File: src/ipc_defs.svh
`ifndef IPC_DEFS_SVH
`define IPC_DEFS_SVH
`define IPC_PMC_ADDR 8'h87
`define IPC_BIT_BAUD 7
`define IPC_BIT_FLAG_HI 3
`define IPC_BIT_FLAG_LO 2
`define IPC_BIT_PDN_REQ 1
`define IPC_BIT_IDLE_REQ 0
`define IPC_RESET_VAL 8'h00
`define IPC_RSV_MASK 8'h70
`define IPC_OSC_PER_MC 12
`define IPC_RST_MC 2
`define IPC_PULLUP_CYC 2
`endif

File: src/ipc_pkg.sv
package ipc_pkg;
    typedef enum logic [1:0] {
        IPC_NORMAL = 2'b00,
        IPC_IDLE = 2'b01,
        IPC_PDOWN = 2'b10
    } ipc_mode_e;
    // one sfr bus access from the cpu core
    typedef struct packed {
        logic wr;
        logic rd;
        logic [7:0] addr;
        logic [7:0] wdata;
    } ipc_sfr_s;
    // port latch and external-bus view supplied by the core
    typedef struct packed {
        logic [7:0] port0_latch;
        logic [7:0] port1_latch;
        logic [7:0] port_two_latch;
        logic [7:0] port3_latch;
        logic [7:0] addr_lo;
        logic [7:0] addr_hi;
        logic [7:0] data_out;
        logic ext_access;
        logic addr_phase;
        logic ale_norm;
        logic fetch_norm;
    } ipc_port_s;
endpackage : ipc_pkg

File: src/ipc_power_ctrl.sv
`timescale 1ns/10ps
`include "ipc_defs.svh"
// Function
// [RULE1] power_mode_control sits at sfr address 87h, byte access only
// [RULE2] baud_double set doubles serial baud in modes 1, 2, 3
// [RULE3] two user flags at bits 3 and 2, free read/write, no effect
// [RULE4] writing powerdown_request one enters power down mode
// [RULE5] writing idle_request one enters idle mode
// [RULE6] both request bits in one write: power down wins
// [RULE7] reset clears bit 7 and bits 3..0
// [RULE8] idle gates only the cpu clock; peripherals keep clock
// [RULE9] idle keeps all cpu state unchanged
// [RULE10] enabled interrupt in idle clears idle_request and restarts cpu
// [RULE11] after interrupt return, code resumes after idle-setting instruction
// [RULE12] reset ends idle; two machine cycles suffice
// [RULE13] power down stops oscillator; only ram kept
// [RULE14] only reset leaves power down; interrupts do not
// [RULE15] external reset held until oscillator is stable
// [RULE16] idle: strobes high, ports hold data, external: port 0 floats
// [RULE17] power down: strobes low, port 0 floats if external, port 2 latch
// [RULE18] latch 0-to-1 gives strong pullup for two oscillator periods
// [RULE19] port two address ones keep strong pullup during access
// [RULE20] port 0 open drain: latch one floats
// [RULE21] port 0 on external bus drives address/data ones strongly
// [RULE22] program verification needs external port 0 pullups
// [RULE23] reset high two machine cycles resets the device
// [RULE24] reserved bits ignore writes, read undefined (zero here)
module ipc_power_ctrl #(
    parameter int RST_CYC = `IPC_RST_MC * `IPC_OSC_PER_MC
) (
    input wire logic mclk,
    input wire logic srst,
    input wire ipc_pkg::ipc_sfr_s sfr,
    output logic [7:0] sfr_rdata,
    output logic sfr_hit,
    input wire logic irq_pending,
    input wire ipc_pkg::ipc_port_s port,
    output logic cpu_clk_en,
    output logic periph_clk_en,
    output logic osc_run,
    output logic baud_double,
    output logic core_reset,
    output ipc_pkg::ipc_mode_e mode,
    output logic ale,
    output logic program_fetch_strobe,
    output logic [7:0] port0_out,
    output logic [7:0] port0_oe,
    output logic [7:0] port1_out,
    output logic [7:0] port2_out,
    output logic [7:0] port3_out,
    output logic [7:0] port1_strong,
    output logic [7:0] port2_strong,
    output logic [7:0] port3_strong
);
    import ipc_pkg::*;

    // the history shifter below needs at least two bits
    if (RST_CYC < 3) begin : g_bad_rst
        $error("RST_CYC must be at least three");
    end

    logic [7:0] pmc_q;
    ipc_mode_e mode_q;
    logic rst_meta_q;
    logic rst_sync_q;
    logic [RST_CYC-2:0] rst_hist_q;
    logic core_reset_q;
    logic pmc_wr;
    logic [7:0] pt1_prev_q, pt2_prev_q, pt3_prev_q;
    logic [7:0] pt1_pulse_q, pt2_pulse_q, pt3_pulse_q;
    logic [7:0] pt1_pulse2_q, pt2_pulse2_q, pt3_pulse2_q;
    logic [7:0] pt0_q, pt0_oe_q, pt1_q, pt2_q, pt3_q;
    logic ale_q, fetch_q;
    logic [7:0] pt2_drive;

    // byte-wide decode only; there is no bit-address path into this register
    assign pmc_wr = sfr.wr && (sfr.addr == `IPC_PMC_ADDR); // RULE1

    // reset pin comes from outside the clock domain: two flops first
    always_ff @(posedge mclk) begin
        rst_meta_q <= srst;
        rst_sync_q <= rst_meta_q;
    end

    // history of synchronised reset samples; a shifter needs no reset of its
    // own, so it settles to ones after enough high samples even from power-up
    always_ff @(posedge mclk) begin
        rst_hist_q <= {rst_hist_q[RST_CYC-3:0], rst_sync_q};
    end

    // core reset only after RST_CYC high samples in a row, so short glitches
    // cannot end idle; it drops at the first low sample
    always_ff @(posedge mclk) begin
        core_reset_q <= rst_sync_q && (&rst_hist_q); // RULE23 RULE12
    end

    // power control register; powerdown masks idle when both are written
    always_ff @(posedge mclk) begin
        if (core_reset_q) begin
            pmc_q <= `IPC_RESET_VAL; // RULE7
        end else if (pmc_wr && mode_q == IPC_NORMAL) begin
            pmc_q[`IPC_BIT_BAUD] <= sfr.wdata[`IPC_BIT_BAUD]; // RULE2
            pmc_q[`IPC_BIT_FLAG_HI] <= sfr.wdata[`IPC_BIT_FLAG_HI]; // RULE3
            pmc_q[`IPC_BIT_FLAG_LO] <= sfr.wdata[`IPC_BIT_FLAG_LO]; // RULE3
            pmc_q[`IPC_BIT_PDN_REQ] <= sfr.wdata[`IPC_BIT_PDN_REQ]; // RULE4
            pmc_q[`IPC_BIT_IDLE_REQ] <= sfr.wdata[`IPC_BIT_IDLE_REQ]
                                        & ~sfr.wdata[`IPC_BIT_PDN_REQ]; // RULE6
            pmc_q[6:4] <= 3'h0; // RULE24
        end else if (mode_q == IPC_IDLE && irq_pending) begin
            // hardware clear of the idle request; flags are left for software
            pmc_q[`IPC_BIT_IDLE_REQ] <= 1'b0; // RULE10
        end
    end

    // mode machine; only reset leaves power down
    always_ff @(posedge mclk) begin
        if (core_reset_q) begin
            mode_q <= IPC_NORMAL; // RULE12
        end else begin
            case (mode_q)
                IPC_NORMAL: begin
                    if (pmc_wr && sfr.wdata[`IPC_BIT_PDN_REQ]) begin
                        mode_q <= IPC_PDOWN; // RULE4 RULE6
                    end else if (pmc_wr && sfr.wdata[`IPC_BIT_IDLE_REQ]) begin
                        mode_q <= IPC_IDLE; // RULE5
                    end
                end
                IPC_IDLE: begin
                    if (irq_pending) begin
                        mode_q <= IPC_NORMAL; // RULE10 RULE11
                    end
                end
                IPC_PDOWN: mode_q <= IPC_PDOWN; // RULE14
                default: mode_q <= IPC_NORMAL;
            endcase
        end
    end

    // clock gating: cpu state simply freezes, so it is kept across idle
    assign cpu_clk_en = (mode_q == IPC_NORMAL); // RULE8 RULE9
    // timers, serial port and interrupt logic keep running in idle
    assign periph_clk_en = (mode_q != IPC_PDOWN); // RULE8
    // the oscillator restarts as soon as a full reset is seen
    assign osc_run = (mode_q != IPC_PDOWN) || core_reset_q; // RULE13 RULE15
    assign baud_double = pmc_q[`IPC_BIT_BAUD]; // RULE2
    assign core_reset = core_reset_q;
    assign mode = mode_q;

    // read path is combinational so the core sees data in the access cycle
    assign sfr_hit = sfr.rd && (sfr.addr == `IPC_PMC_ADDR); // RULE1
    assign sfr_rdata = sfr_hit ? (pmc_q & ~`IPC_RSV_MASK) : 8'h00; // RULE24

    // strong pullup pulse: two cycles after a latch rises; the previous value
    // resets to ones so the release of reset gives no false rising edge
    always_ff @(posedge mclk) begin
        if (core_reset_q) begin
            pt1_prev_q <= 8'hff;
            pt2_prev_q <= 8'hff;
            pt3_prev_q <= 8'hff;
            pt1_pulse_q <= 8'h00;
            pt2_pulse_q <= 8'h00;
            pt3_pulse_q <= 8'h00;
            pt1_pulse2_q <= 8'h00;
            pt2_pulse2_q <= 8'h00;
            pt3_pulse2_q <= 8'h00;
        end else begin
            pt1_prev_q <= pt1_q;
            pt2_prev_q <= pt2_drive;
            pt3_prev_q <= pt3_q;
            pt1_pulse_q <= pt1_q & ~pt1_prev_q; // RULE18
            pt2_pulse_q <= pt2_drive & ~pt2_prev_q; // RULE18
            pt3_pulse_q <= pt3_q & ~pt3_prev_q; // RULE18
            pt1_pulse2_q <= pt1_pulse_q;
            pt2_pulse2_q <= pt2_pulse_q;
            pt3_pulse2_q <= pt3_pulse_q;
        end
    end

    // port 2 shows address only while executing externally and not powered down
    assign pt2_drive = (port.ext_access && mode_q != IPC_PDOWN) ? port.addr_hi
                                                                 : port.port_two_latch;

    // pin state per mode, registered
    always_ff @(posedge mclk) begin
        if (core_reset_q) begin
            ale_q <= 1'b1;
            fetch_q <= 1'b1;
            pt0_q <= 8'hff;
            pt0_oe_q <= 8'h00;
            pt1_q <= 8'hff;
            pt2_q <= 8'hff;
            pt3_q <= 8'hff;
        end else begin
            pt1_q <= port.port1_latch;
            pt3_q <= port.port3_latch;
            pt2_q <= pt2_drive; // RULE16 RULE17
            case (mode_q)
                IPC_IDLE: begin
                    ale_q <= 1'b1; // RULE16
                    fetch_q <= 1'b1; // RULE16
                end
                IPC_PDOWN: begin
                    ale_q <= 1'b0; // RULE17
                    fetch_q <= 1'b0; // RULE17
                end
                default: begin
                    ale_q <= port.ale_norm;
                    fetch_q <= port.fetch_norm;
                end
            endcase
            if (port.ext_access) begin
                // bus mode drives both levels; floats in low power
                pt0_q <= port.addr_phase ? port.addr_lo : port.data_out; // RULE21
                pt0_oe_q <= (mode_q == IPC_NORMAL) ? 8'hff : 8'h00; // RULE16 RULE17
            end else begin
                // open drain: only zeros are driven, ones float
                pt0_q <= 8'h00;
                pt0_oe_q <= ~port.port0_latch; // RULE20
            end
        end
    end

    // pin outputs from the registers; port 2 strong pullup also depends on ext_access and mode
    assign ale = ale_q;
    assign program_fetch_strobe = fetch_q;
    assign port0_out = pt0_q;
    assign port0_oe = pt0_oe_q;
    assign port1_out = pt1_q;
    assign port2_out = pt2_q;
    assign port3_out = pt3_q;
    assign port1_strong = pt1_pulse_q | pt1_pulse2_q; // RULE18
    // address ones hold the strong pullup for the whole access
    assign port2_strong = (port.ext_access && mode_q == IPC_NORMAL) ? pt2_q // RULE19
                                                                    : (pt2_pulse_q | pt2_pulse2_q);
    assign port3_strong = pt3_pulse_q | pt3_pulse2_q; // RULE18

    // checks on the register, the mode machine, the clock enables, the power-down strobes and the port 1 pullup pulse
    pd_wins_a: assert property (@(posedge mclk) disable iff (core_reset_q) // RULE6
        mode_q == IPC_NORMAL && pmc_wr && sfr.wdata[`IPC_BIT_PDN_REQ]
        |=> mode_q == IPC_PDOWN)
        else $error("power down did not win");
    idle_enter_a: assert property (@(posedge mclk) disable iff (core_reset_q) // RULE5
        mode_q == IPC_NORMAL && pmc_wr && sfr.wdata[1:0] == 2'b01 |=> !cpu_clk_en)
        else $error("idle not entered");
    idle_wake_a: assert property (@(posedge mclk) disable iff (core_reset_q) // RULE10
        mode_q == IPC_IDLE && irq_pending |=> cpu_clk_en && !pmc_q[`IPC_BIT_IDLE_REQ])
        else $error("idle wake failed");
    idle_hold_a: assert property (@(posedge mclk) disable iff (core_reset_q) // RULE9
        mode_q == IPC_IDLE && pmc_wr && !irq_pending |=> pmc_q == $past(pmc_q))
        else $error("register changed in idle");
    flag_write_a: assert property (@(posedge mclk) disable iff (core_reset_q) // RULE3
        mode_q == IPC_NORMAL && pmc_wr
        |=> pmc_q[3:2] == $past(sfr.wdata[3:2]) && baud_double == $past(sfr.wdata[7]))
        else $error("flag or baud write lost");
    rsv_read_a: assert property (@(posedge mclk) disable iff (core_reset_q) // RULE24
        sfr_hit |-> sfr_rdata[6:4] == 3'h0)
        else $error("reserved bits read nonzero");
    pd_stay_a: assert property (@(posedge mclk) disable iff (srst) // RULE14
        mode_q == IPC_PDOWN |=> mode_q == IPC_PDOWN)
        else $error("left power down without reset");
    periph_clk_a: assert property (@(posedge mclk) disable iff (core_reset_q) // RULE8
        mode_q == IPC_IDLE |-> periph_clk_en && osc_run)
        else $error("peripheral clock lost in idle");
    strobes_pd_a: assert property (@(posedge mclk) disable iff (core_reset_q) // RULE17
        mode_q == IPC_PDOWN ##1 mode_q == IPC_PDOWN |-> !ale && !program_fetch_strobe)
        else $error("strobes not low in power down");
    pullup_len_a: assert property (@(posedge mclk) disable iff (core_reset_q) // RULE18
        $rose(pt1_q[0]) |=> port1_strong[0] [*2] ##1 !port1_strong[0])
        else $error("pullup pulse length wrong");
    rst_clear_a: assert property (@(posedge mclk) // RULE7
        core_reset_q |=> pmc_q == 8'h00 && mode_q == IPC_NORMAL)
        else $error("reset did not clear");

    // checks on the pins in the low-power modes
    port0_float_a: assert property (@(posedge mclk) disable iff (core_reset_q) // RULE16
        port.ext_access && mode_q != IPC_NORMAL |=> port0_oe == 8'h00)
        else $error("port 0 driven in low power");
    port2_pd_a: assert property (@(posedge mclk) disable iff (core_reset_q) // RULE17
        mode_q == IPC_PDOWN |=> port2_out == $past(port.port_two_latch))
        else $error("port 2 not latch in power down");

    // main scenarios
    cov_idle_c: cover property (@(posedge mclk) mode_q == IPC_IDLE ##1 mode_q == IPC_NORMAL);
    cov_pd_c: cover property (@(posedge mclk) mode_q == IPC_PDOWN);
    cov_both_c: cover property (@(posedge mclk) pmc_wr && sfr.wdata[1:0] == 2'b11);
    cov_ext_idle_c: cover property (@(posedge mclk) port.ext_access && mode_q == IPC_IDLE);
endmodule : ipc_power_ctrl

File: config.mk
export PLATFORM = sky130hd
export DESIGN_NAME = ipc_power_ctrl
export DESIGN_NICKNAME = d
export VERILOG_FILES = /design/src/ipc_pkg.sv /design/src/ipc_power_ctrl.sv
export VERILOG_INCLUDE_DIRS = /design/src
export SDC_FILE = /design/constraint.sdc
export NUM_CORES = 1
export LEC_CHECK = 0
export BUFFER_PORTS_ARGS = -buffer_cell sky130_fd_sc_hd__buf_2
export CAP_MARGIN = 20
export CELL_PAD_IN_SITES_DETAIL_PLACEMENT = 1
export CELL_PAD_IN_SITES_GLOBAL_PLACEMENT = 2
export CORE_ASPECT_RATIO = 1.75
export CORE_UTILIZATION = 26
export CTS_CLUSTER_DIAMETER = 40
export DETAILED_ROUTE_END_ITERATION = 8
export GPL_TIMING_DRIVEN = 0
export PLACE_DENSITY_LB_ADDON = 0.1
export SLEW_MARGIN = 40
export SYNTH_ARGS = -nofsm -noshare
export SYNTH_HDL_FRONTEND = slang
export SYNTH_SLANG_ARGS = --single-unit
File: constraint.sdc
create_clock -name mclk -period 1.65 [get_ports mclk]
set_input_delay 0.33 -clock mclk [delete_from_list [all_inputs] [get_ports mclk]]
set_output_delay 0.33 -clock mclk [all_outputs]
set_load 0.05 [all_outputs]
==> results of run 1 <==
-- cells by family after synthesis --
| group | Yosys count | synth area share, % |
|---|---|---|
| AO/OA/AOI/OAI | 33 | 4.75 |
| adder cells (fa/ha/maj) | 3 | 0.874 |
| buffers and inverters | 25 | 2.45 |
| flip-flops | 139 | 64.8 |
| multiplexers | 20 | 4.66 |
| other | 1 | 0.0874 |
| AND/OR/NAND/NOR | 159 | 22.4 |
-- registers in the layout (all words and copies together), names as in the netlist, 2 cells and up --
register and count:
port1_out 8, pmc_q 5, pt3_pulse2_q 8, rst_hist_q 23, port0_oe 8, pt2_pulse2_q 8
pt1_pulse2_q 8, port2_out 8, pt2_pulse_q 8, pt1_pulse_q 8, pt3_pulse_q 8, pt3_prev_q 8
pt1_prev_q 8, port3_out 8, mode 2, port0_out 8
-- cell usage in the layout (no fill, tap or decap), types with 3 or more instances in the layout --
master     netlist  layout
buf_4            3      11
mux2i_1         20      19
nand2_1         12       4
or2_2           48      48
and3_4           0       5
o21ai_4          0       8
clkbuf_1        15      10
clkinv_4         0       4
a21oi_1         11       9
nand2b_1         9       8
nor2b_1         26      25
clkbuf_16        0      18
conb_1           1       3
buf_2            0     137
clkinv_2         0       4
nor2_1          19      18
buf_6            0      10
o21bai_1        10      10
nand2_4          0       8
nor3_1           9       9
buf_8            0      10
nor3b_1         16      16
nand4_1          6       6
dfxtp_4          0       3
dfxtp_1        139     136
-- routing by layer --
metal | track usage [%] | routed length [microns] | vias up | part of all wire (%)
met5 | 0 | 0 | - | 0
met4 | 6.39 | 231 | 0 | 2.0
met3 | 3.11 | 378 | 15 | 3.3
met2 | 27.3 | 6430 | 88 | 57
met1 | 13.6 | 4270 | 1596 | 38
li1 | - | - | 1621 | -
-- synthesized netlist by cell type --
cell / n / share of area, %
dfxtp_1: 139 / 65
or2_2: 48 / 7.0
nor2b_1: 26 / 3.8
mux2i_1: 20 / 4.7
nor2_1: 19 / 1.7
nor3b_1: 16 / 2.8
clkbuf_1: 15 / 1.3
nand2_1: 12 / 1.0
a21oi_1: 11 / 1.3
o21ai_0: 10 / 1.2
o21bai_1: 10 / 1.7
nand2b_1: 9 / 1.3
nor3_1: 9 / 1.0
nand4_1: 6 / 0.87
and3_1: 5 / 0.73
inv_1: 5 / 0.44
buf_4: 3 / 0.52
ha_1: 3 / 0.87
and2_1: 2 / 0.29
a2111oi_2: 1 / 0.35
a2bb2oi_1: 1 / 0.20
buf_1: 1 / 0.087
clkinv_1: 1 / 0.087
conb_1: 1 / 0.087
nand3b_1: 1 / 0.17
nand4b_1: 1 / 0.20
nor2_2: 1 / 0.15
nor3_2: 1 / 0.23
nor4b_4: 1 / 0.55
or4_1: 1 / 0.17
or4b_4: 1 / 0.32
-- final timing paths --
path                            depth (start not counted)       start              end  slack, ns
worst max-delay path                                    6     mode[0]  port2_strong[2]      -0.29
worst min-delay path                                    1        srst       rst_meta_q       0.03
worst max register to register                          6     mode[0]          mode[0]      -0.01
worst min register to register                          0  rst_meta_q       rst_sync_q       0.33
-- per-stage QoR --
step | instance area (sq um) | hold WS, ns | worst slack (ns)
6_report | 6460 | 0.0312 | -0.288
2_1_floorplan | 4500 | 0.310 | -0.215
3_5_place_dp | 5520 | 0.315 | -0.365
5_1_grt | 6460 | 0.00585 | -0.357
3_3_place_gp | 5520 | 0.316 | -0.469
4_1_cts | 6390 | 0.0137 | -0.410
-- area by class of cell --
type	instances	area, sq um
repair buffers	166	1040
inverters	6	27.5
plain buffers	17	110
well taps	189	236
clock buffers	19	443
clock inverters	13	143
flip-flops and latches	139	2790
multi-input cells	218	1660
fillers	1805	9570
-- where the power goes --
| group | switching (W) | total, W | internal (W) | leakage (nW) |
|---|---|---|---|---|
| Combinational | 0.00135 | 0.00205 | 0.000698 | 1.54 |
| Sequential | 0.000140 | 0.00380 | 0.00366 | 1.17 |
| Clock | 0.00143 | 0.00371 | 0.00228 | 0.289 |
| Total | 0.00292 | 0.00955 | 0.00663 | 3.00 |
-- worst register-to-register path: cells and delay by family, from the launching register on --
kind,cells,cell delay [ns]
AND/OR/NAND/NOR,2,0.52
adder cells (fa/ha/maj),1,0.22
AO/OA/AOI/OAI,2,0.31
flip-flops,1,0.35
buffers and inverters,1,0.15
-- repair_timing --
item                                    in CTS  in global routing
endpoints found under the setup margin      55                 28
setup buffers                                7                  3
resized for setup                           64                 17
pin swaps                                   15                 13
cloned                                       1                  0
==> flow_summary.ini, run 1 <==
[floorplan]
rows = 61
die_area_sq_um = 17000
die_w_microns = 99.1
coreArea_sq_um = 16000
io_pins = 163
die_h_microns = 172
start_util_pct = 26.8

[setup_path]
crit_buf_inv = 3
slowest_stage = dfxtp_4
cp_top_family = buffers and inverters
slowest_delay_ns = 0.36
cp-end-kind = output pin
cp-start-kind = flip-flop
required_ns = 1.32
crit_type = reg2out
path_cells = inv_4 -> ha_4 -> and2_4 -> buf_12 -> o21ai_4 -> buf_6
crit_arrival_ns = 1.61
crit_fanout = 7

[routing]
vias_per_cell = 4.33
antenna_left = 0
drt_iter0_drc = 58
drt_drc_violations_left = 0
drtPass1Iterations = 5
routed-via-count = 3320
wl_per_cell_microns = 14.7
wirelength_microns = 11300

[logic_synthesis]
seq_area_frac_synth_pct = 64.8
ys_types = 31
syn_area_sq_um = 4290
synth_seq_cells = 139
yosys_warnings = 0
synthCells = 380
avgSynthCellArea_sq_um = 11.3

[cts]
clockRootBuffer = clkbuf_16
clockBufferDepth = 2
path_clk_slew_ns = 0.06
holdBufCountCts = 0
htree_levels = 4
clk_latency_ns = 0.40
cts_buffers = 17
cts.sinks = 139
cts_tree = yes

[global_route]
grt_pass1_wl_microns = 17700
antenna_found_initial = 0
grt_pass1_vias = 3476
grtUsageTotal_pct = 13.9
grt_max_degree = 17
grt.overflow.total = 0

[pwr]
powerDensity_nw_per_um2 = 1480
total_power_w = 0.00955
peakVddDrop_uv = 643
power.leakage_nw = 3.00

[run_status]
status = finished with violations
violations = negative setup slack

[sta]
drv_slew = 0
setup_slack_ns = -0.288
tightest_slew_ns = 0.643
tns_ns = -3.16
period_share_pct = 117
rsz0062_at_grt = true
skew_ns = 0.0111
max_freq_ghz = 0.516
setup_viol = 15
hold_violations = 0
relSlewSlack_pct = 57.1
fin_crit_ns = 1.94

[placed_design]
post-dp-hpwl_microns = 8290
dpl.cell_count = 726
place_congestion = 0.702
port_buffers = 155

[cells_and_area]
antenna_cells = 0
final_util_pct = 40.3
fin_nets = 649
stdcell_count = 767
drive_above_1_share_pct = 51.2
areaGrowthSynthToFinish_pct = 50.5

[run]
maxCapViolations = 0

[worst_hold_path]
hold_path.class = in2reg
(Power assumes the default switching activity.)
==> run 2: changes to the inputs <==
--- a/config.mk
+++ b/config.mk
@@ -6,12 +6,13 @@
 export SDC_FILE = /design/constraint.sdc
 export NUM_CORES = 1
 export LEC_CHECK = 0
+export ABC_AREA = 1
 export BUFFER_PORTS_ARGS = -buffer_cell sky130_fd_sc_hd__buf_2
 export CAP_MARGIN = 20
 export CELL_PAD_IN_SITES_DETAIL_PLACEMENT = 1
 export CELL_PAD_IN_SITES_GLOBAL_PLACEMENT = 2
 export CORE_ASPECT_RATIO = 1.75
-export CORE_UTILIZATION = 26
+export CORE_UTILIZATION = 25
 export CTS_CLUSTER_DIAMETER = 40
 export DETAILED_ROUTE_END_ITERATION = 8
 export GPL_TIMING_DRIVEN = 0
==> run 2 against run 1 <==
Compared with the run above: the flow still finishes with violations (negative setup slack); non-clock buffer count is 2 lower; cell count up 14%; global-route usage up 0.93 points; clock power rose by 10%.
==> flow_summary.ini, run 2 <==
[setup_path]
crit_path_start = mode[0]
cp-start-kind = flip-flop
cp-endpoint = port2_strong[2]
cp-end-kind = output pin
crit_fanout = 7
path_cells = inv_4 -> ha_4 -> nand2_8 -> buf_12 -> nor2_4 -> a21oi_4 -> buf_6
crit_type = reg2out
required_ns = 1.32
r2r_end = pt2_pulse_q[5]
crit_arrival_ns = 1.61
slowest_stage = dfxtp_4
crit_buf_inv = 3
slowest_delay_ns = 0.36
regToRegSetupSlack_ns = -0.05
path_depth = 7
worstRegToRegCells = 6
r2r_start = mode[1]
cp_top_family = buffers and inverters

[pwr]
p_comb_share_pct = 30.0
powerDensity_nw_per_um2 = 1760
peakVddDrop_uv = 751
swShare_pct = 34.2
p_int_w = 0.00752
power.leakage_nw = 3.20
total_power_w = 0.0114
clkPwrFrac_pct = 35.7
power_switching_w = 0.00391
seqPwrFrac_pct = 34.3

[logic_synthesis]
yosysMostFrequentCell = dfxtp_1
synthCells = 454
ys_async_sr_fraction_pct = 0
syn_area_sq_um = 4310
netlist_top_cells_area = dfxtp_1, nor2_1, inv_1
avgSynthCellArea_sq_um = 9.49
synth_seq_cells = 139
seq_area_frac_synth_pct = 64.6
yosys_warnings = 0
ys.flop_type = dfxtp_1
yosysTopAreaCell = dfxtp_1
synth_top_area_share_pct = 64.6
synth_edf_count = 0
ys_types = 26
synth_commonest_cells = dfxtp_1, nor2_1, inv_1, nand2_1, or2_2

[global_route]
antenna_found_initial = 0
grtUsageTotal_pct = 14.8
grt_pass1_wl_microns = 19300
grt.overflow.total = 0
grt_max_degree = 17
grt_pass1_vias = 3841

[cells_and_area]
largest_reg_flops = 23
fin_nets = 721
drive_above_1_share_pct = 43.5
final_common_cell = buf_2
antenna_cells = 0
areaGrowthSynthToFinish_pct = 50.6
layout_common_cells = buf_2, dfxtp_1, nor2_1, inv_1, nand2_1
max_flop_register = rst_hist_q
num-fill-cells = 2015

[cts]
clockRootBuffer = clkbuf_16
htree_levels = 4
cts_buffers = 17
cts_tree = yes
cts.sinks = 139
path_clk_slew_ns = 0.06
clk_latency_ns = 0.41
clockBufferDepth = 2
holdBufCountCts = 0

[routing]
antenna_left = 0
vias_per_cell = 4.05
wirelength_microns = 12300
drt_drc_violations_left = 0
routed-via-count = 3553
wl_per_cell_microns = 14.1
drt_iter0_drc = 51
drtPass1Iterations = 4

[sta]
drv_slew = 0
rsz0062_at_grt = true
tns_ns = -2.70
setup_viol = 22
setup_slack_ns = -0.289
relSlewSlack_pct = 55.0
skew_ns = 0.00660
max_freq_ghz = 0.516
hold_violations = 0
fin_crit_ns = 1.94
tightest_slew_ns = 0.676
period_share_pct = 118

[worst_hold_path]
hold_path.class = in2reg

[placed_design]
place_congestion = 0.709
post-dp-hpwl_microns = 9090
port_buffers = 155
post-place-ws_ns = -0.520

[floorplan]
io_pins = 163
die_area_sq_um = 17800
die_w_microns = 101
coreArea_sq_um = 16900
start_util_pct = 25.5
die_h_microns = 176
rows = 63

[run]
maxCapViolations = 0

[run_status]
violations = negative setup slack
status = finished with violations
run 2: cell count changes after synthesis, moves of 8 or more:
| cell | delta |
|---|---|
| inv_1 | +51 |
| nor2_1 | +47 |
| nand2_1 | +33 |
| nor2b_1 | -26 |
| or2_2 | -16 |
| nor3_1 | +15 |
| nor3b_1 | -15 |
| mux2i_1 | -12 |
| o21bai_1 | -10 |
| buf_2 | +9 |
| nand2b_1 | -9 |
| clkbuf_1 | -8 |
| o21a_1 | +8 |
run 2: metal layers:
layer	wire length (microns)	global-route usage (%)	vias up
li1	-	-	1772
met1	4470	14.2	1692
met2	7270	29.5	75
met3	434	3.54	14
met4	162	5.25	0
met5	0	0	-
run 2: how the worst min path moves through the flow:
stage                           from          to  depth (start not counted)
after global placement    rst_meta_q  rst_sync_q                          0
after global routing            srst  rst_meta_q                          1
after floorplan           rst_meta_q  rst_sync_q                          0
after CTS                       srst  rst_meta_q                          1
final                           srst  rst_meta_q                          1
after detailed placement  rst_meta_q  rst_sync_q                          0
run 2: through the flow:
step / instances / cell area, sq um / hold WS (ns) / util, %
after detailed placement: 838 / 5590 / 0.329 / 33.2
after CTS: 875 / 6410 / 0.0137 / 38.0
final: 877 / 6490 / 0.0296 / 38.5
after floorplan: 456 / 4530 / 0.310 / -
after global placement: 838 / 5590 / 0.315 / 33.2
after global routing: 877 / 6490 / 0.00739 / 38.5
run 2: area by class of cell:
type	count	area [sq um]	share of cell area, %
plain buffers	18	130	2.01
clock buffers	19	443	6.83
clock inverters	13	189	2.91
inverters	59	235	3.63
multi-input cells	239	1440	22.2
flip-flops and latches	139	2790	43.1
well taps	227	284	4.38
repair buffers	163	971	15.0
run 2: timing repair:
item / 4_1_cts / 5_1_grt
setup buffers: 5 / 2
resized for setup: 40 / 18
endpoints found under the setup margin: 40 / 33
pin swaps: 3 / 3
cloned: 1 / 0
run 2: kinds of logic (layout without fill, tap and decap cells):
logic type / count (synthesis) / after routing / share of synthesized area, %
other: 1 / 3 / 0.0870
adders and majority gates: 3 / 3 / 0.871
muxes: 8 / 8 / 1.86
and+or+nand+nor: 186 / 186 / 20.1
DFF: 139 / 139 / 64.6
AOI/OAI and AO/OA: 39 / 39 / 5.17
buffers and inverters: 78 / 272 / 7.32
run 2: power by group through the flow:
stage	registers, W	logic [W]	clock network, W
after floorplan	0.00462	0.00169	0
after global placement	0.00399	0.00300	0
after detailed placement	0.00400	0.00303	0
after CTS	0.00393	0.00345	0.00421
after global routing	0.00397	0.00365	0.00433
final	0.00392	0.00343	0.00408
